$ cat config.mk
export PLATFORM = sky130hd
export DESIGN_NAME = supply_voltage_detect_ctrl
export DESIGN_NICKNAME = d
export VERILOG_FILES = /design/src/hw/voltage_detect_pkg.sv /design/src/hw/reference_settle_timer.sv /design/src/hw/trip_point_select.sv /design/src/hw/supply_voltage_detect_ctrl.sv
export SDC_FILE = /design/constraint.sdc
export NUM_CORES = 1
export LEC_CHECK = 0
export BUFFER_PORTS_ARGS = -buffer_cell sky130_fd_sc_hd__clkbuf_2
export CAP_MARGIN = 10
export CORE_ASPECT_RATIO = 0.7
export CORE_MARGIN = 1
export CORE_UTILIZATION = 50
export DETAILED_ROUTE_END_ITERATION = 12
export GPL_TIMING_DRIVEN = 0
export MAX_ROUTING_LAYER = met4
export PLACE_DENSITY_LB_ADDON = 0.2
export REMOVE_ABC_BUFFERS = 1
export SYNTH_ARGS = -nofsm -noshare
export SYNTH_HDL_FRONTEND = slang
export SYNTH_SLANG_ARGS = --single-unit
$ cat constraint.sdc
create_clock -name pclk -period 2.8 [get_ports pclk]
set_clock_uncertainty 0.15 [all_clocks]
set_input_delay 0.42 -clock pclk [delete_from_list [all_inputs] [get_ports pclk]]
set_output_delay 0.42 -clock pclk [all_outputs]
set_load 0.02 [all_outputs]
$ cat src/hw/voltage_detect_pkg.sv
// Constants, offsets and types shared by the supply voltage detector files.
// Assumes a 100 MHz pclk; every count of cycles is derived from that period.
package voltage_detect_pkg;

	// ************************************************
	// Register byte addresses on APB
	// ************************************************
	localparam logic [7:0] ADDR_CONTROL = 8'h00;
	localparam logic [7:0] ADDR_FLAG    = 8'h04;
	localparam logic [7:0] ADDR_IRQ_EN  = 8'h08;
	localparam logic [7:0] ADDR_INTCTL  = 8'h0c;

	// ************************************************
	// Field positions
	// ************************************************
	localparam int DIR_BIT     = 7;
	localparam int BG_BIT      = 6;
	localparam int REF_BIT     = 5;
	localparam int EN_BIT      = 4;
	localparam int FLAG_BIT    = 2;
	localparam int IRQ_EN_BIT  = 2;
	localparam int GIE_BIT     = 7;

	// ************************************************
	// Reset values and codes
	// ************************************************
	localparam logic [3:0] TRIP_RESET    = 4'h4;
	localparam logic [3:0] EXTERNAL_CODE = 4'hf;
	localparam int         TAP_COUNT     = 15;

	// ************************************************
	// Settle timing
	// ************************************************
	localparam int          CLK_PERIOD_NS  = 10;
	localparam int          SETTLE_TIME_NS = 20000;
	localparam int          SETTLE_CYCLES  = (SETTLE_TIME_NS + CLK_PERIOD_NS - 1) / CLK_PERIOD_NS;
	localparam logic [11:0] SETTLE_LAST    = 12'(SETTLE_CYCLES - 1);

	typedef enum logic [1:0] {
		SETTLE_OFF  = 2'b00,
		SETTLE_WAIT = 2'b01,
		SETTLE_DONE = 2'b10
	} settle_state_type;

	function automatic logic external_mode(input logic [3:0] level);
		return level == EXTERNAL_CODE;
	endfunction : external_mode

endpackage : voltage_detect_pkg

$ cat src/hw/reference_settle_timer.sv
// Settle timer for the detector reference.
// Assumes enable comes from a register in the same pclk domain.
`timescale 1ns/1ps
module reference_settle_timer (
	// Clock and reset
	input  wire logic pclk,
	input  wire logic presetn,
	// Control and status
	input  wire logic enable,
	output logic      stable
);
	typedef struct packed {
		voltage_detect_pkg::settle_state_type state;
		logic [11:0]                          count;
		logic                                 stable;
	} timer_type;

	timer_type s_reg;
	timer_type s_next;

	always_comb begin
		s_next = s_reg;
		case (s_reg.state)
			voltage_detect_pkg::SETTLE_OFF: begin
				s_next.stable = 1'b0;
				s_next.count  = 12'h000;
				// Every fresh enable restarts the full interval
				if (enable) begin
					s_next.state = voltage_detect_pkg::SETTLE_WAIT;
				end
			end
			voltage_detect_pkg::SETTLE_WAIT: begin
				if (!enable) begin
					s_next.state = voltage_detect_pkg::SETTLE_OFF;
				end else if (s_reg.count == voltage_detect_pkg::SETTLE_LAST) begin
					s_next.state  = voltage_detect_pkg::SETTLE_DONE;
					s_next.stable = 1'b1;
				end else begin
					s_next.count = s_reg.count + 12'h001;
				end
			end
			voltage_detect_pkg::SETTLE_DONE: begin
				if (!enable) begin
					s_next.state  = voltage_detect_pkg::SETTLE_OFF;
					s_next.stable = 1'b0;
				end
			end
			default: begin
				s_next.state  = voltage_detect_pkg::SETTLE_OFF;
				s_next.stable = 1'b0;
			end
		endcase
	end

	always_ff @(posedge pclk or negedge presetn) begin
		if (!presetn) begin
			s_reg <= '{voltage_detect_pkg::SETTLE_OFF, 12'h000, 1'b0};
		end else begin
			s_reg <= s_next;
		end
	end

	assign stable = s_reg.stable;

endmodule : reference_settle_timer

$ cat src/hw/trip_point_select.sv
// Trip point selection and direction compare for the detector.
// Assumes comparator results are synchronous, high when supply is above tap.
`timescale 1ns/1ps
module trip_point_select (
	// Clock and reset
	input  wire logic        pclk,
	input  wire logic        presetn,
	// Settings
	input  wire logic [3:0]  trip_level,
	input  wire logic        direction_select,
	// Comparator results
	input  wire logic [14:0] supply_above_tap,
	input  wire logic        external_trip_input,
	// Results
	output logic             trip_hit,
	output logic             external_select
);
	typedef struct packed {
		logic hit;
		logic ext_sel;
	} select_type;

	select_type  s_reg;
	select_type  s_next;
	logic [15:0] tap_vec;

	// Code 0 is the lowest tap, code 14 the highest
	genvar i;
	generate
		for (i = 0; i < voltage_detect_pkg::TAP_COUNT; i++) begin : g_tap
			assign tap_vec[i] = supply_above_tap[i];
		end
	endgenerate
	assign tap_vec[15] = external_trip_input;

	always_comb begin
		s_next         = s_reg;
		s_next.ext_sel = voltage_detect_pkg::external_mode(trip_level);
		// Falling watch trips below the point, rising watch above it
		s_next.hit     = direction_select ? tap_vec[trip_level] : !tap_vec[trip_level];
	end

	always_ff @(posedge pclk or negedge presetn) begin
		if (!presetn) begin
			s_reg <= '{1'b0, 1'b0};
		end else begin
			s_reg <= s_next;
		end
	end

	assign trip_hit        = s_reg.hit;
	assign external_select = s_reg.ext_sel;

	dir_fall_a: assert property (@(posedge pclk) disable iff (!presetn)
		!direction_select && !tap_vec[trip_level] |=> trip_hit)
		else $error("falling watch missed a low supply");

endmodule : trip_point_select

$ cat src/hw/supply_voltage_detect_ctrl.sv
// Control, flag and APB register logic of the supply voltage detector.
// Assumes an APB3 master on pclk; analog results arrive already synchronous.
`timescale 1ns/1ps
module supply_voltage_detect_ctrl (
	// Clock and reset
	input  wire logic        pclk,
	input  wire logic        presetn,
	// APB slave
	input  wire logic        psel,
	input  wire logic        penable,
	input  wire logic        pwrite,
	input  wire logic [7:0]  paddr,
	input  wire logic [31:0] pwdata,
	output logic             pready,
	output logic [31:0]      prdata,
	output logic             pslverr,
	// Analog side
	input  wire logic [14:0] supply_above_tap,
	input  wire logic        external_trip_input,
	input  wire logic        bandgap_ready,
	output logic             detector_power,
	output logic             external_select,
	// System side
	output logic             irq_request,
	output logic             wake_request
);
	// ************************************************
	// State
	// ************************************************
	typedef struct packed {
		logic        direction;
		logic        enable;
		logic [3:0]  level;
		logic        flag;
		logic        irq_en;
		logic        global_irq_enable;
		logic        bg;
		logic        pready;
		logic        pslverr;
		logic [31:0] prdata;
		logic        irq;
		logic        wake;
		logic        power;
	} ctrl_type;

	ctrl_type s_reg;
	ctrl_type s_next;
	logic     ref_stable;
	logic     trip_hit;
	logic     access;
	logic     setup;
	logic     clear_req;
	logic     mapped;

	// ************************************************
	// Submodules
	// ************************************************
	reference_settle_timer u_settle (
		.pclk    (pclk),
		.presetn (presetn),
		.enable  (s_reg.enable),
		.stable  (ref_stable)
	);

	trip_point_select u_trip (
		.pclk                (pclk),
		.presetn             (presetn),
		.trip_level          (s_reg.level),
		.direction_select    (s_reg.direction),
		.supply_above_tap    (supply_above_tap),
		.external_trip_input (external_trip_input),
		.trip_hit            (trip_hit),
		.external_select     (external_select)
	);

	// ************************************************
	// Bus decode
	// ************************************************
	assign setup     = psel && !penable;
	assign access    = psel && penable && s_reg.pready;
	assign clear_req = access && pwrite && paddr == voltage_detect_pkg::ADDR_FLAG
		&& pwdata[voltage_detect_pkg::FLAG_BIT];

	always_comb begin
		if (paddr == voltage_detect_pkg::ADDR_CONTROL) begin
			mapped = 1'b1;
		end else if (paddr == voltage_detect_pkg::ADDR_FLAG) begin
			mapped = 1'b1;
		end else if (paddr == voltage_detect_pkg::ADDR_IRQ_EN) begin
			mapped = 1'b1;
		end else if (paddr == voltage_detect_pkg::ADDR_INTCTL) begin
			mapped = 1'b1;
		end else begin
			mapped = 1'b0;
		end
	end

	// ************************************************
	// Next state
	// ************************************************
	always_comb begin
		s_next         = s_reg;
		s_next.bg      = bandgap_ready;
		s_next.pready  = setup;
		s_next.pslverr = setup && !mapped;
		if (!setup) begin
			s_next.prdata = 32'h0000_0000;
		end else if (paddr == voltage_detect_pkg::ADDR_CONTROL) begin
			// Status bits come from live state, never from written data
			s_next.prdata = {24'h00_0000, s_reg.direction, s_reg.bg, ref_stable, s_reg.enable, s_reg.level};
		end else if (paddr == voltage_detect_pkg::ADDR_FLAG) begin
			s_next.prdata = 32'(s_reg.flag) << voltage_detect_pkg::FLAG_BIT;
		end else if (paddr == voltage_detect_pkg::ADDR_IRQ_EN) begin
			s_next.prdata = 32'(s_reg.irq_en) << voltage_detect_pkg::IRQ_EN_BIT;
		end else if (paddr == voltage_detect_pkg::ADDR_INTCTL) begin
			s_next.prdata = 32'(s_reg.global_irq_enable) << voltage_detect_pkg::GIE_BIT;
		end else begin
			s_next.prdata = 32'h0000_0000;
		end

		if (access && pwrite) begin
			if (paddr == voltage_detect_pkg::ADDR_CONTROL) begin
				s_next.direction = pwdata[voltage_detect_pkg::DIR_BIT];
				s_next.enable    = pwdata[voltage_detect_pkg::EN_BIT];
				s_next.level     = pwdata[3:0];
			end else if (paddr == voltage_detect_pkg::ADDR_IRQ_EN) begin
				s_next.irq_en = pwdata[voltage_detect_pkg::IRQ_EN_BIT];
			end else if (paddr == voltage_detect_pkg::ADDR_INTCTL) begin
				s_next.global_irq_enable = pwdata[voltage_detect_pkg::GIE_BIT];
			end
		end

		// Set beats a clear in the same cycle, so no event is lost
		if (clear_req) begin
			s_next.flag = 1'b0;
		end
		if (trip_hit && ref_stable && s_reg.enable) begin
			s_next.flag = 1'b1;
		end

		s_next.power = s_reg.enable;
		s_next.irq   = s_reg.flag && s_reg.irq_en && s_reg.global_irq_enable;
		// Wake needs no clock gating here: the compare path never stops
		s_next.wake  = s_reg.flag && s_reg.enable;
	end

	// ************************************************
	// Registers
	// ************************************************
	always_ff @(posedge pclk or negedge presetn) begin
		if (!presetn) begin
			s_reg       <= '0;
			s_reg.level <= voltage_detect_pkg::TRIP_RESET;
		end else begin
			s_reg <= s_next;
		end
	end

	assign pready         = s_reg.pready;
	assign prdata         = s_reg.prdata;
	assign pslverr        = s_reg.pslverr;
	assign detector_power = s_reg.power;
	assign irq_request    = s_reg.irq;
	assign wake_request   = s_reg.wake;

	// ************************************************
	// Checks
	// ************************************************
	flag_needs_stable_a: assert property (@(posedge pclk) disable iff (!presetn)
		$rose(s_reg.flag) |-> $past(ref_stable) && $past(s_reg.enable))
		else $error("detect flag rose without a stable reference");

	settle_hold_a: assert property (@(posedge pclk) disable iff (!presetn)
		$rose(s_reg.enable) |-> !ref_stable ##1 !ref_stable [*8])
		else $error("reference stable came too soon after enable");

	disable_quiet_a: assert property (@(posedge pclk) disable iff (!presetn)
		!s_reg.enable |=> !ref_stable && !detector_power)
		else $error("disabled detector still powered or stable");

	flag_sticky_a: assert property (@(posedge pclk) disable iff (!presetn)
		s_reg.flag && !clear_req |=> s_reg.flag)
		else $error("detect flag dropped without a clear");

	// Wake only follows while still enabled; a disable in the trip cycle drops it
	trip_sets_a: assert property (@(posedge pclk) disable iff (!presetn)
		trip_hit && ref_stable && s_reg.enable |=> s_reg.flag and (s_reg.enable |=> wake_request))
		else $error("trip did not set flag and wake");

	irq_gate_a: assert property (@(posedge pclk) disable iff (!presetn)
		irq_request |-> $past(s_reg.flag) && $past(s_reg.irq_en) && $past(s_reg.global_irq_enable))
		else $error("interrupt request without flag and both enables");

	status_read_a: assert property (@(posedge pclk) disable iff (!presetn)
		setup && !pwrite && paddr == voltage_detect_pkg::ADDR_CONTROL |=> prdata[5] == $past(ref_stable))
		else $error("control read shows wrong reference stable bit");

	ext_route_a: assert property (@(posedge pclk) disable iff (!presetn)
		s_reg.level == voltage_detect_pkg::EXTERNAL_CODE && $stable(s_reg.level) |=> external_select)
		else $error("external input not routed for code all ones");

endmodule : supply_voltage_detect_ctrl

# ---- Yosys cells after proc, flatten, opt, wreduce, memory -nomap -nowiden
# Index checks and enable logic that the tools add are counted.
dict set report op_classes {
  magnitude_cmp 1
  reduce_logical 25
  addsub 1
  bitwise 2
  n_mux 25
  eq_ne 13
}
# cell count
set op_table {}
lappend op_table {{$mux 8} 5}
lappend op_table {{$pmux 12 s2} 1}
lappend op_table {{$eq 8x4->1 const B} 2}
lappend op_table {{$mux 13} 1}
lappend op_table {{$add 12x1->12 const B} 1}
lappend op_table {{$eq 12x11->1 const B} 1}
lappend op_table {{$logic_and 1x1->1} 12}
lappend op_table {{$mux 12} 1}
lappend op_table {{$reduce_and 3->1} 4}
lappend op_table {{$mux 1} 10}
lappend op_table {{$eq 8x3->1 const B} 1}
lappend op_table {{$logic_not 8->1} 1}
lappend op_table {{$mux 2} 4}
lappend op_table {{$ne 2x2->1 const B} 4}
lappend op_table {{$pmux 2 s3} 1}
lappend op_table {{$lt 4x5->1 const B} 1}
lappend op_table {{$bmux 1 s4} 1}
lappend op_table {{$eq 4x4->1 const B} 1}
lappend op_table {{$reduce_and 4->1} 1}
lappend op_table {{$reduce_bool 2->1} 2}
lappend op_table {{$logic_not 1->1} 3}
lappend op_table {{$ne 3x2->1 const B} 1}
lappend op_table {{$eq 2x1->1 const B} 1}
lappend op_table {{$eq 2x2->1 const B} 1}
lappend op_table {{other kinds (5)} 6}
dict set report word_totals {
  reg_bits 64
  out_inout_bits 38
  in_bits 62
}

# ---- Logic depth before layout (Yosys ltp)
dict set report logic_depth {
  depth_word 7
  mapped_depth 5
  mapped_depth_nobuf 5
}

# ---- By module
# A second synthesis with hierarchy kept.
dict set report unflattened {
  cells_unflattened 192
  area_unflattened_um2 2227.1
}
# mod cells_each n_inst area_each_um2
set by_module_without_submodules {}
lappend by_module_without_submodules {supply_voltage_detect_ctrl 95 1 1139.8}
lappend by_module_without_submodules {reference_settle_timer 88 1 890.9}
lappend by_module_without_submodules {trip_point_select 9 1 196.4}

# ---- Worst setup path after synthesis
# Ideal clock, no wire load.
dict set report synth_timing {
  path_kind {register to register}
  startpoint {reg s_reg[41] (netlist name)}
  endpoint {reg u_trip.s_reg, in the netlist u_trip.trip_hit}
  slack_ns 0.968
  path_buffers 1
  arrival_time_ns 1.559
  path_stages_with_launch 5
  required_time_ns 2.527
  path_cell_list {dfrtp_1 buf_6 mux4_1 mux4_2 xnor2_1}
}
# element line
set synth_lines {}
lappend synth_lines {{from (decl)} supply_voltage_detect_ctrl.sv:46} ;# ctrl_type s_reg;
lappend synth_lines {{from (signal assigned)} supply_voltage_detect_ctrl.sv:155} ;# s_reg <= s_next;
lappend synth_lines {{to (signal assigned)} trip_point_select.sv:45} ;# s_reg <= '{1'b0, 1'b0};
lappend synth_lines {{to (signal assigned)} trip_point_select.sv:47} ;# s_reg <= s_next;
lappend synth_lines {{to (decl)} trip_point_select.sv:23} ;# select_type s_reg;

==> results.md <==
- DRT iter0 DRCs: 187
- Clk pin slew, worst setup/hold paths: 0.08 ns
- Via/cell ratio: 5.26
- Root Buffer: clkbuf_8
- Vias in the first global route: 1,347
- Core footprint: 3990 um2
- Worst path required time: 2.83 ns
- Post-Synthesis Cells: 193
- Post-DRT Antenna Nets: 0
- Crit-path slowest cell: mux4_1
- Max stage delay on crit path: 0.61 ns
- Post-synthesis area per instance: 10.9 um2
- Status: finished clean
- Post-synthesis xor/xnor area fraction: 0.415%
- Share of layout cells above drive strength 1: 31.1%
- Final worst path period share: 71.1%
- Final Setup Violations: 0
- Fraction of registers with async set/reset: 100%
- Hpwl dp: 2780 um
- Adder-Cell Fraction of Synth Area: 0.593%
- Ant diodes: 0
- Power Internal: 0.804 mW
- Finished Layout Cells: 287
- RSZ-0062 raised after global routing: false
- Setup crit end kind: flip-flop
- Synth warn: 0
- Seq/Total Area, Yosys: 47.5%
- Max Root-Sink Buffers: 2
- GR Overflow Total: 0
- Cell taking the most area after synthesis: dfrtp_1
- Die Y-Extent: 56.4 um
- GRT Total Usage: 20.3%
- Clock power frac: 37.5%
- Top cells by area, synth: dfrtp_1 46%, buf_4 11%, mux4_1 5.0%, mux2_2 4.3%, nand3_1 2.8%
- Max reg flops: 14
- CTS tree: built
- Syn Std Cell Area: 2110 um2
- Via Count: 1,510
- Placed Cells: 279
- Post-synthesis compound-gate area fraction: 9.48%
- P&R area growth vs syn: 10.4%
- Slew HR: 36.5%
- CTS Sinks: 40
- Max Cap Violations: 0
- Final core occ: 58.3%
- Final hold vios: 0
- H-tree Lvls: 2
- First drt pass iteration count: 4
- Combinational share of power: 7.6%
- Sw Ratio: 24.4%
- Initial Util: 52.9%
- Gp weighted congestion: 0.775
- Worst setup SP type: flip-flop
- Largest net degree at the start of global routing: 41
- Power per cell area: 456 nW/um2
- Slew Limit Fails: 0
- Final TNS setup: 0 ns
- Worst-path cell chain: mux4_1, mux4_2, xnor2_1
- Die width: 79.7 um
- Rows: 19
- Post-cts sizing count: 0
- Total wire length: 3830 um
- Sequential share of power: 54.8%
- Yosys top cell area share: 46.2%
- Worst-skew pair later-pin latency: 0.30 ns
- Largest family of logic cells by synthesized area: simple AND/OR/NAND/NOR gates
- Full die area: 4490 um2
- Crit path max fanout: 7
- Nets: 297
- Proportion of synthesized area in mux cells: 10.8%
- EDFF count, synth: 0
- First-pass GRT wire length: 6580 um
- Yosys cell types: 45
- # hold bufs at CTS: 0
- Actual slew at the worst max-slew pin: 0.953 ns
- Number of port buffers: 49
- CTS buffer count: 5
- VDD IR max: 0.000228 V
- # Post-CTS Setup Buffers: 0
- Number of remaining DRC errors: 0
- Kind of critical path: flip-flop to flip-flop
- I/O pin count: 100
- Static leakage: 1.17 nW
- Initial antenna violation count: 0
- Ys flop type: dfrtp_1
- Flops & latches, synth: 40
- Fmax: 502 MHz
- Crit path time final: 1.99 ns
- Hold Path Class: primary input to flip-flop
- Final-layout fill cell count: 353
- Worst path arrival time: 2.02 ns
- P_sw: 0.260 mW
- Synth Area in Simple Gates: 17.7%
- Wire length per cell: 13.3 um
[final timing paths]
kind / startpoint / to / slack (ns) / cells past startpoint
worst min-delay path: bandgap_ready / s_reg[37]$_DFF_PN0_ / 0.08 / 1
min in group asynchronous: presetn / u_settle.s_reg[7]$_DFFE_PN0P_ / 0.11 / 1
worst max-delay path: s_reg[41]$_DFFE_PN0P_ / u_trip.trip_hit$_DFF_PN0_ / 0.81 / 3
max in group asynchronous: presetn / s_reg[38]$_DFFE_PN0P_ / 1.80 / 1
worst min register to register: s_reg[37]$_DFF_PN0_ / prdata[6]$_DFF_PN0_ / 0.31 / 1
worst max register to register: s_reg[41]$_DFFE_PN0P_ / u_trip.trip_hit$_DFF_PN0_ / 0.81 / 3
[cell usage in the layout, fill, tap and decap left out, drive strengths merged, types with 2 or more instances in the layout]
cell	n
mux4	5
dfrtp	39
nand4	5
mux2	8
or2	2
clkbuf	55
o21ai	8
a32o	2
nor2b	3
and2	7
nor3	2
o211ai	2
or3	3
nand3	12
o41ai	2
o311ai	3
nor4	2
conb	24
nand2b	2
and3	7
and4	2
nor2	6
inv	3
clkinv	2
o31ai	2
a21oi	6
nand2	10
[kinds of logic after synthesis]
kind of cell    Yosys count
simple gates             66
mux                      14
flops                    40
xor+xnor                  1
buf+inv                  41
compound gates           29
fa+ha+maj                 1
other cells               1
[layout make-up]
class                   count  area, um2  share of cell area [%]
repair buffers             49        245                    10.5
well taps                  52       65.1                    2.79
multi-input cells         135        913                    39.2
clock buffers               6       82.6                    3.54
inverters                   3       11.3                   0.483
clock inverters             2       10.0                   0.430
flip-flops and latches     40       1000                    43.0
[worst max-delay path, delay by kind of cell (launching register included)]
family / cells / cell delay, ns
muxes: 2 / 1.10
DFF: 1 / 0.49
xor gates and xnor gates: 1 / 0.14
[Yosys cell counts (2+ instances only)]
cell type and count:
a21oi_1 6, a32o_1 2, and2_1 6, and3_1 7, buf_4 32, clkbuf_1 5, dfrtp_1 39, inv_1 3
mux2_2 8, mux4_1 4, nand2_1 10, nand2b_1 2, nand3_1 12, nand4_1 5, nor2_1 6, nor2b_1 3
nor4_1 2, o211ai_1 2, o21ai_0 8, o311ai_0 3, o41ai_1 2, or3_1 3
[per-stage QoR]
stage / hold slack (ns) / worst slack, ns / total power [mW] / cell area [um2]
2_1_floorplan: -0.0256 / 0.946 / 0.635 / 1930
3_3_place_gp: 0.283 / 0.706 / 0.675 / 2240
3_5_place_dp: 0.304 / 0.742 / 0.676 / 2240
4_1_cts: 0.0726 / 0.795 / 1.07 / 2330
5_1_grt: 0.0630 / 0.725 / 1.10 / 2330
6_report: 0.0777 / 0.809 / 1.06 / 2330
[power by group through the flow]
stage	Combinational (mW)	Sequential, mW	Clock, mW
after floorplan	0.0392	0.596	0
after global placement	0.0808	0.594	0
after detailed placement	0.0818	0.594	0
after CTS	0.0819	0.583	0.404
after global routing	0.0900	0.583	0.430
final	0.0813	0.583	0.399
[routing by layer]
| metal | track usage (%) | wire (um) |
|---|---|---|
| met1 | 31.1 | 1990 |
| met2 | 25.0 | 1570 |
| met3 | 5.37 | 232 |
| met4 | 7.79 | 29 |
| met5 | - | 0 |
Power figures use the tool's default switching activity.
